`src/rtl/bec_map.vh`:
```
`ifndef BEC_CAPTURE_MAP_VH
`define BEC_CAPTURE_MAP_VH

// ----------------------------------------------------------------------------
// Register byte offsets
// ----------------------------------------------------------------------------
`define BEC_OFF_SYND0       12'h600
`define BEC_OFF_SYND1       12'h640
`define BEC_OFF_SYND2       12'h680
`define BEC_OFF_SYND3       12'h6c0
`define BEC_OFF_CMD_LOW     12'h700
`define BEC_OFF_CMD_HIGH    12'h740
`define BEC_OFF_STATUS      12'h780
`define BEC_OFF_MASK        12'h7c0

// ----------------------------------------------------------------------------
// Status and mask bit positions
// ----------------------------------------------------------------------------
`define BEC_ST_CE           0
`define BEC_ST_UCE          1
`define BEC_ST_CE2          2
`define BEC_ST_SECOND_UNCORRECTABLE_FLAG         3
`define BEC_ST_CMDLOCK      4
`define BEC_ST_W            5

// ----------------------------------------------------------------------------
// Bus and field layout
// ----------------------------------------------------------------------------
`define BEC_LW_W            32
`define BEC_SYN_W           7
`define BEC_NUM_LW          4
`define BEC_BUS_PAR_BIT     38
`define BEC_BUS_CMD_HI      37
`define BEC_BUS_CMD_LO      35
`define BEC_BUS_ADDR_HI     34
`define BEC_BUS_ADDR_LO     32

// ----------------------------------------------------------------------------
// Reset values and other constants
// ----------------------------------------------------------------------------
`define BEC_ZERO32          32'h0000_0000
`define BEC_ZERO7           7'h00
`define BEC_ZERO5           5'h00
`define BEC_ZERO4           4'h0
`define BEC_ZERO3           3'h0
`define BEC_ZERO2           2'h0
`define BEC_ONE7            7'h01
`define BEC_ONE2            2'h1

// ----------------------------------------------------------------------------
// Check-code columns, data bit 31 on the left down to bit 0 on the right
// ----------------------------------------------------------------------------
`define BEC_H_COLS {7'h75, 7'h70, 7'h6d, 7'h6b, 7'h68, 7'h67, 7'h64, 7'h62, \
                    7'h1c, 7'h1a, 7'h19, 7'h16, 7'h0d, 7'h15, 7'h13, 7'h0b, \
                    7'h0e, 7'h34, 7'h31, 7'h2c, 7'h2a, 7'h29, 7'h26, 7'h25, \
                    7'h23, 7'h5d, 7'h58, 7'h57, 7'h54, 7'h52, 7'h4a, 7'h4f}

`endif

```
`src/rtl/bec_capture.v`:
```
// Functional notes
// - Syndrome is generated checks XOR received checks
// - Four 7-bit syndromes, one per longword slice
// - Syndrome registers load and lock on first error
// - Later ECC errors set second-error flags only
// - Zero syndrome means longword has no error
// - Each single-bit error has a distinct syndrome
// - Other non-zero syndromes are uncorrectable double errors
// - Locking error saves command-cycle command and address
// - Command capture locks on listed bus/interface errors
// - Low command register holds data lines 31:0
// - Bits 19:18 record failing data beat 0-3
// - Bits 17:15 hold dirty, shared, confirmation seen
// - Bits 14:11 commander ident, 10:7 its copy
// - Bits 5:3 command lines 37:35, 2:0 address 34:32
// - Reserved upper bits always read as zero
`timescale 1ns/1ps
`include "bec_map.vh"

module bec_capture (
  input  wire         clk,
  input  wire         rstn,
  // Register port
  input  wire [11:0]  regAddr,
  input  wire [31:0]  regWrData,
  input  wire         regWrEn,
  input  wire         regRdEn,
  output reg  [31:0]  regRdData,
  // System bus, sampled on the module clock
  input  wire         busCmdValid,
  input  wire         busDataValid,
  input  wire [127:0] busData,
  input  wire [27:0]  busEcc,
  input  wire [3:0]   busReq,
  input  wire         busDirty,
  input  wire         busShared,
  input  wire         busCnf,
  // Other locking error events, one-cycle pulses
  input  wire         cmdParityErr,
  input  wire         csrParityErr,
  input  wire         nxmErr,
  input  wire         arbDropErr,
  input  wire [3:0]   pageMapParityErr,
  input  wire         tagParityErr,
  input  wire         tagStatusParityErr,
  input  wire         cacheMapParityErr,
  // Flags toward the error summary logic
  output reg          correctableErrFlag,
  output reg          uncorrectable_err_flag,
  output reg          second_correctable_flag,
  output reg          second_uncorrectable_flag,
  output reg          irq
);

  // --------------------------------------------------------------------------
  // Check-code helpers
  // --------------------------------------------------------------------------

  // Syndrome of one longword against its received check slice
  function [6:0] bec_syn;
    input [31:0] data;
    input [6:0]  chk;
    integer      i;
    reg   [6:0]  gen;
    reg   [223:0] cols;
    begin
      cols = `BEC_H_COLS;
      gen  = `BEC_ZERO7;
      for (i = 0; i < `BEC_LW_W; i = i + 1)
      begin
        if (data[i])
          gen = gen ^ cols[i*`BEC_SYN_W +: `BEC_SYN_W];
      end
      bec_syn = gen ^ chk;
    end
  endfunction

  // True when a non-zero syndrome names one flipped bit
  function bec_single;
    input [6:0] syn;
    integer     i;
    reg   [223:0] cols;
    begin
      cols       = `BEC_H_COLS;
      bec_single = ((syn & (syn - `BEC_ONE7)) == `BEC_ZERO7); // Check bit alone
      for (i = 0; i < `BEC_LW_W; i = i + 1)
      begin
        if (cols[i*`BEC_SYN_W +: `BEC_SYN_W] == syn)
          bec_single = 1'b1;
      end
    end
  endfunction

  // --------------------------------------------------------------------------
  // Per-beat syndrome and classification
  // --------------------------------------------------------------------------
  reg  [27:0] synNow;
  reg         anyErr;
  reg         anyDouble;
  integer     k;

  // All four longwords are checked in parallel on every data beat
  always @*
  begin
    synNow    = {`BEC_ZERO7, `BEC_ZERO7, `BEC_ZERO7, `BEC_ZERO7};
    anyErr    = 1'b0;
    anyDouble = 1'b0;
    for (k = 0; k < `BEC_NUM_LW; k = k + 1)
    begin
      synNow[k*`BEC_SYN_W +: `BEC_SYN_W] =
        bec_syn(busData[k*`BEC_LW_W +: `BEC_LW_W], busEcc[k*`BEC_SYN_W +: `BEC_SYN_W]);
      if (synNow[k*`BEC_SYN_W +: `BEC_SYN_W] != `BEC_ZERO7)
      begin
        anyErr = 1'b1;
        if (!bec_single(synNow[k*`BEC_SYN_W +: `BEC_SYN_W]))
          anyDouble = 1'b1;
      end
    end
  end

  wire eccEvent  = busDataValid & anyErr;
  wire ceEvent   = eccEvent & ~anyDouble;
  wire uceEvent  = eccEvent & anyDouble;
  wire otherErr  = cmdParityErr | csrParityErr | nxmErr | arbDropErr | (|pageMapParityErr) |
                   tagParityErr | tagStatusParityErr | cacheMapParityErr;
  wire lockEvent = eccEvent | otherErr;

  // --------------------------------------------------------------------------
  // Command-cycle holding
  // --------------------------------------------------------------------------
  reg  [31:0] holdLow_reg;
  reg  [10:0] holdCmd_reg;   // Parity, command, address 34:32
  reg  [3:0]  holdCid_reg;
  reg  [1:0]  beatCnt_reg;
  reg         holdDirty_reg;
  reg         holdShared_reg;
  reg         holdCnf_reg;

  // Fields are held from each command cycle until the next, so a late error
  // still finds the command of its own transaction
  always @(posedge clk)
  begin
    if (!rstn)
    begin
      holdLow_reg    <= `BEC_ZERO32;
      holdCmd_reg    <= {`BEC_ZERO7, `BEC_ZERO4};
      holdCid_reg    <= `BEC_ZERO4;
      beatCnt_reg    <= `BEC_ZERO2;
      holdDirty_reg  <= 1'b0;
      holdShared_reg <= 1'b0;
      holdCnf_reg    <= 1'b0;
    end
    else if (busCmdValid)
    begin
      holdLow_reg    <= busData[`BEC_LW_W-1:0];
      holdCmd_reg    <= {`BEC_ZERO4, busData[`BEC_BUS_PAR_BIT:`BEC_BUS_ADDR_LO]};
      holdCid_reg    <= busReq;
      beatCnt_reg    <= `BEC_ZERO2;
      holdDirty_reg  <= busDirty;
      holdShared_reg <= busShared;
      holdCnf_reg    <= busCnf;
    end
    else
    begin
      if (busDataValid)
        beatCnt_reg <= beatCnt_reg + `BEC_ONE2; // Beat after 3 wraps, transaction is over
      // Sticky for the transaction: these can arrive after the command cycle
      holdDirty_reg  <= holdDirty_reg | busDirty;
      holdShared_reg <= holdShared_reg | busShared;
      holdCnf_reg    <= holdCnf_reg | busCnf;
    end
  end

  // --------------------------------------------------------------------------
  // Capture registers and flags
  // --------------------------------------------------------------------------
  reg  [27:0]            synCap_reg;
  reg  [31:0]            cmdLow_reg;
  reg  [19:0]            cmdHigh_reg;
  reg  [`BEC_ST_W-1:0]   status_reg;
  reg  [`BEC_ST_W-1:0]   status_next;
  reg  [`BEC_ST_W-1:0]   mask_reg;

  wire synLocked = status_reg[`BEC_ST_CE] | status_reg[`BEC_ST_UCE];
  wire wrStatus  = regWrEn && (regAddr == `BEC_OFF_STATUS);
  wire [`BEC_ST_W-1:0] clrBits = wrStatus ? regWrData[`BEC_ST_W-1:0] : `BEC_ZERO5;

  // Hardware set beats a simultaneous software clear
  always @*
  begin
    status_next = status_reg & ~clrBits;
    if (ceEvent & ~synLocked)
      status_next[`BEC_ST_CE] = 1'b1;
    if (uceEvent & ~synLocked)
      status_next[`BEC_ST_UCE] = 1'b1;
    if (ceEvent & synLocked)
      status_next[`BEC_ST_CE2] = 1'b1;
    if (uceEvent & synLocked)
      status_next[`BEC_ST_SECOND_UNCORRECTABLE_FLAG] = 1'b1;
    if (lockEvent)
      status_next[`BEC_ST_CMDLOCK] = 1'b1;
  end

  // Capture registers load only while unlocked; software cannot write them
  always @(posedge clk)
  begin
    if (!rstn)
    begin
      synCap_reg  <= {`BEC_ZERO7, `BEC_ZERO7, `BEC_ZERO7, `BEC_ZERO7};
      cmdLow_reg  <= `BEC_ZERO32;
      cmdHigh_reg <= {`BEC_ZERO4, `BEC_ZERO4, `BEC_ZERO4, `BEC_ZERO4, `BEC_ZERO4};
      status_reg  <= `BEC_ZERO5;
      mask_reg    <= `BEC_ZERO5;
    end
    else
    begin
      status_reg <= status_next;
      if (eccEvent && !synLocked)
        synCap_reg <= synNow;
      if (lockEvent && !status_reg[`BEC_ST_CMDLOCK])
      begin
        cmdLow_reg  <= holdLow_reg;
        cmdHigh_reg <= {beatCnt_reg,
                        holdDirty_reg, holdShared_reg, holdCnf_reg,
                        holdCid_reg, holdCid_reg,
                        holdCmd_reg[6:0]};
      end
      if (regWrEn && (regAddr == `BEC_OFF_MASK))
        mask_reg <= regWrData[`BEC_ST_W-1:0];
    end
  end

  // --------------------------------------------------------------------------
  // Read port and outputs
  // --------------------------------------------------------------------------
  reg [31:0] rdMux;

  // Unmapped addresses and reserved bits read zero; writes to capture
  // registers fall through with no effect
  always @*
  begin
    if (regAddr == `BEC_OFF_SYND0)
      rdMux = {25'h0000000, synCap_reg[6:0]};
    else if (regAddr == `BEC_OFF_SYND1)
      rdMux = {25'h0000000, synCap_reg[13:7]};
    else if (regAddr == `BEC_OFF_SYND2)
      rdMux = {25'h0000000, synCap_reg[20:14]};
    else if (regAddr == `BEC_OFF_SYND3)
      rdMux = {25'h0000000, synCap_reg[27:21]};
    else if (regAddr == `BEC_OFF_CMD_LOW)
      rdMux = cmdLow_reg;
    else if (regAddr == `BEC_OFF_CMD_HIGH)
      rdMux = {12'h000, cmdHigh_reg};
    else if (regAddr == `BEC_OFF_STATUS)
      rdMux = {27'h0000000, status_reg};
    else if (regAddr == `BEC_OFF_MASK)
      rdMux = {27'h0000000, mask_reg};
    else
      rdMux = `BEC_ZERO32;
  end

  // Read data stands only in the cycle after the strobe
  always @(posedge clk)
  begin
    if (!rstn)
    begin
      regRdData                 <= `BEC_ZERO32;
      irq                       <= 1'b0;
      correctableErrFlag        <= 1'b0;
      uncorrectable_err_flag    <= 1'b0;
      second_correctable_flag   <= 1'b0;
      second_uncorrectable_flag <= 1'b0;
    end
    else
    begin
      regRdData                 <= regRdEn ? rdMux : `BEC_ZERO32;
      irq                       <= |(status_next & mask_reg);
      correctableErrFlag        <= status_next[`BEC_ST_CE];
      uncorrectable_err_flag    <= status_next[`BEC_ST_UCE];
      second_correctable_flag   <= status_next[`BEC_ST_CE2];
      second_uncorrectable_flag <= status_next[`BEC_ST_SECOND_UNCORRECTABLE_FLAG];
    end
  end

endmodule // bec_capture

```
`config.mk`:
```
export PLATFORM = sky130hd
export DESIGN_NAME = bec_capture
export DESIGN_NICKNAME = d
export VERILOG_FILES = /design/src/rtl/bec_capture.v
export VERILOG_INCLUDE_DIRS = /design/src /design/src/rtl
export SDC_FILE = /design/constraint.sdc
export NUM_CORES = 1
export LEC_CHECK = 0
export BUFFER_PORTS_ARGS = -buffer_cell sky130_fd_sc_hd__buf_4
export CORE_UTILIZATION = 49
export CTS_CLUSTER_DIAMETER = 40
export DETAILED_ROUTE_END_ITERATION = 10
export GPL_TIMING_DRIVEN = 0
export MAX_ROUTING_LAYER = met4
export PLACE_DENSITY = 0.8
export SLEW_MARGIN = 30
export SYNTH_ARGS = -nofsm -noshare
export SYNTH_HDL_FRONTEND = slang
export SYNTH_SLANG_ARGS = --single-unit
```
`constraint.sdc`:
```
create_clock -name clk -period 3.9 [get_ports clk]
set_input_delay 0.78 -clock clk [delete_from_list [all_inputs] [get_ports clk]]
set_output_delay 0.78 -clock clk [all_outputs]
set_load 0.1 [all_outputs]
```
# == Word level (Yosys, flattened, before mapping) ==
# Cells that the tools add are included.
# word_totals
elab_cells,626
regBits,175
in_bits,224
# op_classes
addsub,5
eq_ne,136
bitwise,158
n_reduce_logical,19
n_mux,289
# ops
operator,n
two-way mux 7 bit,64
equality test 7 bit (first input constant),60
NOT 3 bit,100
equality test 6 x 7 -> 1 bit (first input constant),32
two-way mux 6 bit,32
equality test 5 x 7 -> 1 bit (first input constant),24
two-way mux 1 bit,152
two-way mux 5 bit,27
NOT 5 bit,25
equality test 12 x 11 -> 1 bit (second input constant),8
equality test 4 x 7 -> 1 bit (first input constant),12
two-way mux 4 bit,12
two-way mux 32 bit,1
bitwise AND 7 bit,4
zero test 7 bit,4
nonzero test 7 bit,4
subtractor 7 x 1 -> 7 bit (second input constant),4
XOR 7 bit,4
two-way mux 20 bit,1
bitwise OR 1 bit,12
bitwise AND 5 bit,2
bitwise AND 1 bit,7
OR reduction 6 bit,1
OR reduction 5 bit,1
7 further kinds,14

# == Depth between registers and ports, before layout ==
# Gate-level depths: netlist of run 1.
# logic_depth
word_depth,114
depth_mapped,14
depth_no_buf,12

# == Worst setup path after synthesis of run 1 ==
# OpenSTA, ideal clock, no wires.
# synth_path
kind,input -> register
start,input busData[121]
end,register irq
arrival_ps,3868
setup_time_ps,128
slack_ps,-95
required_ps,3772
cell_stages,12
n_path_buf,0
cell_sequence,xor3_1 xnor3_1 xnor3_2 xnor2_1 a31oi_1 o221a_2 nand2b_1 a21oi_1 o32ai_2 or3_1 a311o_1 o2bb2ai_1
# synth_via
elab_chain_cells,58
word_cells_on_any_way,102
cone_classes,1 x add/sub; 32 x eq/ne; 48 x mux; 18 x bitwise; 3 x reduce/logical
# synth_lines
item,line,rtl
from (decl),bec_capture.v:32,"input wire [127:0] busData,"
two-way mux 7 bit (*),bec_capture.v:71,if (data[i])
NOT 5 bit (no line),-,
two-way mux 7 bit (*),bec_capture.v:71,
NOT 3 bit (no line),-,
two-way mux 7 bit (*),bec_capture.v:71,
NOT 5 bit (no line),-,
two-way mux 7 bit (*),bec_capture.v:71,
NOT 5 bit (no line),-,
[... 42 more ...],-,
two-way mux 1 bit,bec_capture.v:115,if (!bec_single(synNow[k*`BEC_SYN_W +: `BEC_SYN_W]))
two-way mux 1 bit,bec_capture.v:112,if (synNow[k*`BEC_SYN_W +: `BEC_SYN_W] != `BEC_ZERO7)
NOT 1 bit,bec_capture.v:122,wire ceEvent = eccEvent & ~anyDouble;
bitwise AND 1 bit,bec_capture.v:122,
bitwise AND 1 bit (on tied branches),"bec_capture.v:192, bec_capture.v:196",
two-way mux 1 bit (on tied branches),"bec_capture.v:192, bec_capture.v:196",
bitwise AND 5 bit (*),bec_capture.v:277,irq <= |(status_next & mask_reg);
OR reduction 5 bit (*),bec_capture.v:277,
to (signal assigned),bec_capture.v:277,
to (decl),bec_capture.v:52,output reg irq
# Mark *: on every way between the ends. The rest lies on a longest branch, timed or not. The select of a mux whose other input is x is not followed.
# A chain may end at the register's enable or synchronous reset.

# == Final worst setup path of run 1 ==
# layout_path
start,input busData[127]
end,register irq
# layout_via
elab_chain_cells,46
word_cells_on_any_way,90
cone_classes,1 x add/sub; 32 x eq/ne; 42 x mux; 12 x bitwise; 3 x reduce/logical
# layout_lines
item,line,rtl
two-way mux 7 bit (*),bec_capture.v:71,
XOR 7 bit (*),bec_capture.v:74,bec_syn = gen ^ chk;
subtractor 7 x 1 -> 7 bit (no line),-,
bitwise AND 7 bit,bec_capture.v:85,bec_single = ((syn & (syn - `BEC_ONE7)) == `BEC_ZERO7);
zero test 7 bit (no line),-,
two-way mux 1 bit (32 in series),bec_capture.v:88,if (cols[i*`BEC_SYN_W +: `BEC_SYN_W] == syn)
two-way mux 1 bit,bec_capture.v:112,
two-way mux 1 bit,bec_capture.v:115,
two-way mux 1 bit,bec_capture.v:112,
NOT 1 bit,bec_capture.v:122,
bitwise AND 1 bit,bec_capture.v:122,
bitwise AND 1 bit (on tied branches),"bec_capture.v:192, bec_capture.v:196",
two-way mux 1 bit (on tied branches),"bec_capture.v:192, bec_capture.v:196",
bitwise AND 5 bit (*),bec_capture.v:277,
OR reduction 5 bit (*),bec_capture.v:277,
# Marked as above.

==> impl_metrics.toml, run 1 <==
[floorplan]
coreArea_sq_um = 20400
rows = 52
start_util_pct = 50.4
fp.dieArea_sq_um = 21500
ios = 261
die_h_um = 147
die_w_um = 147

[run]
maxCapViolations = 0

[finish]
final_common_cell = "buf_4"
fin_nets = 1535
fillCellCount = 1623
fin_util_pct = 66.1
syn_to_final_growth_pct = 31.2
drive_gt1_share_pct = 29.4
stdcell_count = 1595
layout_common_cells = "buf_4, dfxtp_1, xnor2_1, nand2_1, nor2_1"

[min_path]
worstHoldPathType = "reg -> reg"
hp-start = "cmdLow_reg[25]$_SDFFE_PN0P_"
holdPathStages = 1
whs_endpoint = "regRdData[25]$_SDFF_PP0_"

[setup_path]
end_kind = "register"
crit_path_top_delay_cell = "xor3_2"
crit_fanout = 4
crit_required_ns = 4.19
cpPeakStageDelay_ns = 0.46
r2r_slack_ns = 1.93
worstSetupPathType = "in -> reg"
worstReg2RegEnd = "synCap_reg[9]$_SDFFE_PN0P_"
r2r_cells = 5
crit_buf_inv = 2
worstPathCellList = "buf_4, xor3_2, xnor3_2, xnor3_2, buf_4, maj3_1, o21ai_1, nand2_2, a31oi_4, o32ai_4, or3_1, a311o_1, o2bb2ai_1"
crit_path_start_kind = "input pin"
r2r_start = "status_reg[0]$_SDFF_PN0_"
crit_family = "XOR/XNOR gates"
arrival_ns = 4.20

[clocking]
clk_latency_ns = 0.44
clockBufferDepth = 2
cts_num_sinks = 167
root_buffer = "clkbuf_16"
cts-buffers-inserted = 17
htreeDepth = 4
path_clk_slew_ns = 0.07
cts_tree = "built"

[logic_synthesis]
synth_fp_nets = 1263
ys_warn_count = 0
yosysUniqueCellTypes = 75
synth_top_cell_area_share_pct = 32.6
ys_seq_area_share_pct = 32.6
synth_edf_count = 0
syn-mean-instance-area_sq_um = 9.87
synthFlopType = "dfxtp_1"
synth-seq-cells = 167
synthCells = 1039
syn_area_sq_um = 10300
yosysTopAreaCell = "dfxtp_1"
async_reset_ff_share_pct = 0
synth_area_leaders = "dfxtp_1, xnor2_1, xnor3_1"

[pwr]
clock_power_share_pct = 19.2
seqPwrFrac_pct = 23.8
power.density_nw_per_um2 = 609
p_comb_share_pct = 57.0
power_switching_mw = 3.27
swShare_pct = 39.8
worst_ir_drop_vdd_mv = 0.316
leakagePower_nw = 5.93
p_int_mw = 4.93

[routing]
drc = 0
ant_nets = 0
vias = 8592
first_pass_iters = 5
wirelength_um = 28800
drtIter0Drc = 570
vias_per_cell = 5.39
routedWlPerCell_um = 18.0

[sta]
postLayoutSetupSlackWorst_ns = -0.0171
finalCritPeriodShare_pct = 100
setup_violations = 1
rsz0062_at_grt = "yes"
setup_tns_ns = -0.0171
clock_skew_ns = 0.00655
fmax_mhz = 255
layout_min_cycle_time_ns = 3.92
drv_slew = 0
worst_pin_slew_ns = 0.896
hold_viol_final = 0
slew_headroom_pct = 40.3

[global_route]
grt.overflow.total = 0
grt_pass1_wl_um = 43900
grt_start_max_net_pins = 17
antenna_found_initial = 1
grt_usage_pct = 27.3
grt_pass1_vias = 8567

[status]
violations = "negative setup slack"
status = "complete, but fails checks"

[placement]
portBuffers = 229
place_congestion = 0.905
dpl_worst_slack_ns = -1.08
dp_hpwl_um = 22200
dpl.cell_count = 1538
[per-layer routing]
layer,wire (um),global-route usage (%)
met4,915,9.69
met3,1750,4.44
met2,14300,45.3
met5,0,-
met1,11800,33.5
[kinds of logic after synthesis]
logic type | after synthesis | synth area share (%)
AO/OA/AOI/OAI | 149 | 10.1
XOR/XNOR | 257 | 31.3
adder cells (fa/ha/maj) | 3 | 0.293
buffers and inverters | 55 | 2.37
flip-flops | 167 | 32.6
multiplexers | 83 | 9.33
AND/OR/NAND/NOR | 325 | 14.0
[timing repair]
action / in CTS / in global routing
resized for setup: 34 / 40
endpoints found under the setup margin: 74 / 70
hold buffers: 0 / 0
setup buffers: 11 / 13
pin swaps: 13 / 24
[worst max-delay path by stage]
stage                                        endpoint  slack (ns)    startpoint  depth (start not counted)
after floorplan                        irq$_SDFF_PN0_       -0.07   busData[95]                         13
after global placement    cmdLow_reg[24]$_SDFFE_PN0P_       -1.08  busData[121]                         13
after detailed placement  cmdLow_reg[27]$_SDFFE_PN0P_       -1.08  busData[121]                         13
after CTS                              irq$_SDFF_PN0_       0.004  busData[121]                         13
after global routing                   irq$_SDFF_PN0_       -0.07  busData[127]                         13
final                                  irq$_SDFF_PN0_       -0.02  busData[127]                         13
[synthesized netlist by cell type (3+ instances only)]
| cell type | n |
|---|---|
| mux2i_1 | 72 |
| or2_1 | 3 |
| maj3_1 | 3 |
| buf_1 | 3 |
| inv_1 | 10 |
| nor3b_1 | 3 |
| nand3b_1 | 5 |
| nand4_1 | 3 |
| xnor3_2 | 3 |
| buf_6 | 3 |
| o2bb2ai_1 | 3 |
| nor3_1 | 10 |
| a31oi_1 | 4 |
| nor4_1 | 8 |
| xor2_1 | 40 |
| nor2b_1 | 5 |
| and2_1 | 20 |
| dfxtp_1 | 167 |
| nor2_1 | 112 |
| xnor3_1 | 55 |
| a32oi_1 | 3 |
| o21a_1 | 3 |
| buf_2 | 8 |
| nand3_1 | 8 |
| a21oi_1 | 65 |
| nand2_1 | 128 |
| a22oi_1 | 5 |
| nand2b_1 | 5 |
| o22ai_1 | 3 |
| a211oi_1 | 10 |
| o21ai_0 | 6 |
| xnor2_2 | 5 |
| or3_1 | 6 |
| clkbuf_1 | 29 |
| a21boi_0 | 4 |
| mux4_2 | 10 |
| xor3_1 | 5 |
| xnor2_1 | 146 |
| a22o_1 | 15 |
[area by class of cell]
type                    instances  area (sq um)  area share (%)
clock buffers                  18           439            3.26
inverters                      11          41.3           0.307
repair buffers                253          1900            14.1
multi-input cells             817          7060            52.5
well taps                     270           338            2.51
plain buffers                  44           216            1.61
flip-flops and latches        167          3340            24.8
diodes                          1          2.50          0.0186
clock inverters                14           116           0.865
[metrics by stage]
stage          total power, mW  hold WS [ns]  instance area [sq um]
5_1_grt                   8.65         0.469                  13500
3_3_place_gp              5.82         0.439                  12300
6_report                  8.20         0.448                  13500
4_1_cts                   7.67         0.449                  13100
3_5_place_dp              5.89         0.442                  12300
2_1_floorplan             5.00         0.430                  10300
[power groups by stage]
stage                     sequential, mW  combinational [mW]  clock [mW]
final                               1.95                4.67        1.58
after global routing                1.96                5.03        1.66
after CTS                           1.95                4.14        1.58
after detailed placement            1.98                3.90           0
after global placement              1.98                3.84           0
after floorplan                     2.01                3.00           0
Power figures use the tool's default switching activity.
==> run 2: changes to the inputs <==
CORE_UTILIZATION = 30   (was 49)
PLACE_DENSITY = 0.54   (was 0.8)
RECOVER_POWER = 25   (was unset)
clock period = 3.45 ns   (was 3.9 ns; I/O delays follow)
==> run 2 against run 1 <==
  * The run still ends with negative setup slack left
  * Register-to-register slack got worse by 0.42 ns
  * Total power is 22% higher
  * First-iteration DRC count is 23% lower
  * Clock power up 19%
  * Via count down 2.3%
  * Sequential power increased by 13%
  * Routed wire length grew 6.4%
  * Core utilization shrank 24 points
  * Final area grew 5.8%
  * Sequential share of layout area fell by 1.4 points
  * Critical path depth rose by 1
  * Non-clock buffer count grew 27
==> impl_metrics.toml, run 2 (synthesis results as in run 1) <==
[global_route]
grt_start_max_net_pins = 17
grt_pass1_wl_um = 46300
antenna_found_initial = 1
grt_pass1_vias = 8355
grt.overflow.total = 0
grt_usage_pct = 17.8

[finish]
seq_area_sq_um = 3340
multi_input_area_sq_um = 7440
syn_to_final_growth_pct = 38.8
stdcell_count = 1801
fin_nets = 1563
layout_common_cells = "buf_4, dfxtp_1, nand2_1"
fillCellCount = 3282
drive_gt1_share_pct = 32.0
final_common_cell = "buf_4"

[floorplan]
die_w_um = 187
ios = 261
fp.dieArea_sq_um = 34900
die_h_um = 187
rows = 67
start_util_pct = 30.5
coreArea_sq_um = 33600

[clocking]
cts_num_sinks = 167
path_clk_slew_ns = 0.07
cts-buffers-inserted = 17
clockBufferDepth = 2
cts_tree = "built"
cts_hold_buf = 0
clk_latency_ns = 0.43
htreeDepth = 4
root_buffer = "clkbuf_16"

[pwr]
power.density_nw_per_um2 = 702
leakagePower_nw = 6.06
worst_ir_drop_vdd_mv = 0.366

[setup_path]
r2r_cells = 6
crit_family = "compound AO/OA/AOI/OAI gates"
crit_path_top_delay_cell = "xnor3_2"
worstSetupPathType = "in -> reg"
crit_required_ns = 3.75
crit_buf_inv = 2
cp_num_cells = 14
worstPathCellList = "buf_4, xnor3_2, xnor2_2, buf_4, xnor3_2, xnor2_4, and2_4, a22o_1, a221o_1, a2111oi_4, o2bb2a_4, nor4_2, a311o_1, o2bb2ai_2"
end_kind = "register"
arrival_ns = 3.92
crit_fanout = 4
crit_path_start_kind = "input pin"
cpPeakStageDelay_ns = 0.41

[sta]
timing.hold.ws_ns = 0.451
rsz0062_at_grt = "yes"
setup_tns_ns = -2.71
worst_pin_slew_ns = 1.32
postLayoutSetupSlackWorst_ns = -0.170
setup_violations = 32
drv_slew = 0
fmax_mhz = 276
slew_headroom_pct = 12.5
finalCritPeriodShare_pct = 105
layout_min_cycle_time_ns = 3.62
hold_viol_final = 0
clock_skew_ns = 0.00971

[min_path]
worstHoldPathType = "reg -> reg"
holdPathStages = 1

[routing]
vias_per_cell = 4.66
drtIter0Drc = 437
routedWlPerCell_um = 17.0
first_pass_iters = 5
vias = 8391
ant_nets = 0
drc = 0
wirelength_um = 30600

[placement]
place_congestion = 0.850
dpl.cell_count = 1716
portBuffers = 229
dp_hpwl_um = 23800

[status]
violations = "negative setup slack"
status = "complete, but fails checks"

[run]
maxCapViolations = 0
-- run 2: cell types whose count changed in the layout (fill, tap and decap cells not counted), moves of 10 or more --
cell	delta
a21oi_2	+13
clkbuf_1	+32
a21oi_1	-13
buf_6	+10
buf_4	-16
-- run 2: path summary, 6_finish.rpt --
kind | from | end | slack [ns]
worst min-delay path | cmdLow_reg[21]$_SDFFE_PN0P_ | regRdData[21]$_SDFF_PP0_ | 0.45
worst max-delay path | busData[6] | irq$_SDFF_PN0_ | -0.17
worst min register to register | cmdLow_reg[21]$_SDFFE_PN0P_ | regRdData[21]$_SDFF_PP0_ | 0.45
worst max register to register | status_reg[0]$_SDFF_PN0_ | synCap_reg[15]$_SDFFE_PN0P_ | 1.51
-- run 2: per-stage QoR --
step	setup WS, ns	cell area, sq um	util [%]	power (mW)
floorplan	-0.320	10400	-	5.70
global placement	-1.24	12600	37.6	6.72
detailed placement	-1.28	12600	37.6	6.75
CTS	-0.175	13800	41.1	9.44
global route	-0.265	14200	42.4	10.5
finish	-0.170	14200	42.4	10.0
-- run 2: per-layer routing --
metal,up-vias,GRT usage [%],routed length [um]
met2,222,28.9,14700
met4,0,5.71,656
li1,4179,-,-
met1,3950,22.6,14100
met5,-,-,0
met3,40,2.65,1130
-- run 2: where the power goes --
part / switching (mW) / internal, mW / total (mW)
registers: 0.115 / 2.10 / 2.21
clock network: 0.855 / 1.03 / 1.88
logic: 2.98 / 2.92 / 5.90
total: 3.95 / 6.05 / 10.0
-- run 2: final cells by class --
class	count	area share [%]
diodes	1	0.0176
plain buffers	44	1.98
clock buffers	18	3.08
clock inverters	14	0.967
inverters	11	0.290
multi-input cells	818	52.2
flip-flops and latches	167	23.5
well taps	448	3.94
repair buffers	280	14.0
-- run 2: timing repair --
item	4_1_cts	5_1_grt
endpoints found under the hold margin	0	0
setup buffers	32	18
pin swaps	43	28
gates resized for setup	63	82
cloned	2	0
setup endpoints to repair	82	79
==> run 3: changes to the inputs <==
CORE_ASPECT_RATIO = 1.75   (was unset)
==> run 3 against run 2 <==
  * The run still ends with negative setup slack left
  * Cell count increased by 1.8%
  * Via count increased by 4.0%
  * Highest routed layer unchanged
  * Routed wire length increased by 12%
  * Largest cell class unchanged
  * Largest power group unchanged
  * Maximum frequency decreased by 1.0%
  * Core utilization increased by 2.6 points
  * Total power increased by 5.8%
==> impl_metrics.toml, run 3 (synthesis results as in run 1) <==
[status]
status = "complete, but fails checks"
violations = "negative setup slack"

[finish]
stdcell_count = 1834
fin_util_pct = 44.9
fin_nets = 1590
seq_area_sq_um = 3340
drive_gt1_share_pct = 40.5
final_common_cell = "buf_4"
design_area_sq_um = 15200
multi_input_area_sq_um = 7890
antennaDiodeCount = 0
syn_to_final_growth_pct = 47.8
layout_common_cells = "buf_4, dfxtp_1, xnor2_1"
fillCellCount = 3275

[setup_path]
r2r_slack_ns = 1.49
worstSetupPathType = "in -> reg"
crit_path_start_kind = "input pin"
cpPeakStageDelay_ns = 0.42
worstReg2RegEnd = "synCap_reg[27]$_SDFFE_PN0P_"
end_kind = "register"
r2r_cells = 6
crit_family = "compound AO/OA/AOI/OAI gates"
crit_path_top_delay_cell = "xnor3_2"
crit_required_ns = 3.76
crit_fanout = 3
worstPathCellList = "buf_4, xnor3_1, xor2_2, xnor3_2, buf_6, or2_4, o22a_1, o221a_4, nand2b_4, a21oi_4, o32ai_4, or3_1, a311o_1, o2bb2ai_2"
arrival_ns = 3.97
r2r_start = "status_reg[0]$_SDFF_PN0_"
crit_buf_inv = 2

[placement]
dpl_cell_area_sq_um = 12700
portBuffers = 229
dp_hpwl_um = 26400
place_congestion = 0.831
dpl.cell_count = 1723
dpl_worst_slack_ns = -1.43

[clocking]
htreeDepth = 4
root_buffer = "clkbuf_16"
cts_tree = "built"
cts_hold_buf = 0
clockBufferDepth = 2
path_clk_slew_ns = 0.06
cts_num_sinks = 167
clk_latency_ns = 0.44
cts-buffers-inserted = 17

[min_path]
hp-start = "cmdLow_reg[25]$_SDFFE_PN0P_"
worstHoldPathType = "reg -> reg"
holdPathStages = 2
whs_endpoint = "cmdLow_reg[25]$_SDFFE_PN0P_"

[pwr]
leakagePower_nw = 6.61
clock_power_share_pct = 19.2
finalPower_mw = 10.6
swShare_pct = 38.6
power_switching_mw = 4.09
worst_ir_drop_vdd_mv = 0.382
power.density_nw_per_um2 = 698
p_int_mw = 6.49
p_comb_share_pct = 59.7
seqPwrFrac_pct = 21.1

[routing]
vias_per_cell = 4.76
ant_nets = 0
routedWlPerCell_um = 18.6
first_pass_iters = 4
vias = 8729
drtIter0Drc = 294
wirelength_um = 34200
drc = 0

[sta]
layout_min_cycle_time_ns = 3.66
setup_tns_ns = -3.68
setup_violations = 51
hold_viol_final = 0
finalCritPeriodShare_pct = 106
rsz0062_at_grt = "yes"
drv_slew = 0
worst_pin_slew_ns = 1.31
postLayoutSetupSlackWorst_ns = -0.208
clock_skew_ns = 0.00536
fmax_mhz = 273
timing.hold.ws_ns = 0.446
slew_headroom_pct = 13.2

[global_route]
grt_pass1_vias = 8950
grt_start_max_net_pins = 17
grt_usage_pct = 19.9
antenna_found_initial = 0
grt_pass1_wl_um = 49600
grt.overflow.total = 0

[run]
maxCapViolations = 0

[floorplan]
start_util_pct = 30.4
coreArea_sq_um = 33700
fp.dieArea_sq_um = 35000
rows = 89
die_w_um = 142
die_h_um = 247
ios = 261
==> run 3: cell count changes in the layout (fill, tap and decap cells not counted), moves of 6 or more <==
| cell | before | now |
|---|---|---|
| buf_4 | 240 | 246 |
| a21oi_2 | 15 | 40 |
| buf_6 | 14 | 25 |
| a21oi_1 | 50 | 25 |
| nand2_2 | 5 | 48 |
| nand2_1 | 121 | 42 |
| nand2_4 | 2 | 38 |
==> run 3: tightest hold or removal path, delay by kind of cell (launching register included) <==
kind,cells,cell delay (ns)
and+or+nand+nor,1,0.05
AOI/OAI and AO/OA,1,0.05
DFF,1,0.30
==> run 3: final cells by class <==
cell class | instances | share of cell area (%)
Clock inverter | 11 | 1.14
Inverter | 11 | 0.272
Buffer | 44 | 2.09
Clock buffer | 21 | 2.97
Sequential cell | 167 | 22.0
Multi-Input combinational cell | 817 | 52.1
Timing Repair Buffer | 308 | 15.7
Tap cell | 455 | 3.75
==> run 3: how the worst max path moves through the flow <==
stage / start / endpoint / slack, ns / depth (start not counted)
after floorplan: busData[61] / irq$_SDFF_PN0_ / -0.32 / 13
after global placement: busData[25] / cmdLow_reg[20]$_SDFFE_PN0P_ / -1.47 / 14
after detailed placement: busData[25] / cmdLow_reg[19]$_SDFFE_PN0P_ / -1.43 / 14
after CTS: busData[127] / cmdHigh_reg[0]$_SDFFE_PN0P_ / -0.15 / 17
after global routing: busData[121] / cmdHigh_reg[0]$_SDFFE_PN0P_ / -0.29 / 15
final: busData[104] / irq$_SDFF_PN0_ / -0.21 / 14
==> run 3: power groups by stage <==
stage	Clock (mW)	Combinational (mW)	Sequential, mW
floorplan	0	3.43	2.27
global placement	0	4.51	2.26
detailed placement	0	4.56	2.26
CTS	2.06	5.92	2.22
global route	2.13	6.78	2.24
finish	2.03	6.32	2.23
==> run 3: timing repair <==
item | in CTS | in global routing
endpoints found under the hold margin | 0 | 0
gates resized for setup | 196 | 114
pin swaps | 84 | 84
setup endpoints to repair | 82 | 77
setup buffers | 56 | 16
cloned | 6 | 2
==> run 3: layer usage <==
layer	track usage [%]	wire [um]	vias up	part of all wire [%]
li1	-	-	4204	-
met5	-	0	-	0
met1	17.4	11000	4185	32
met4	12.4	2130	0	6.2
met2	39.1	19800	255	58
met3	2.99	1240	85	3.6
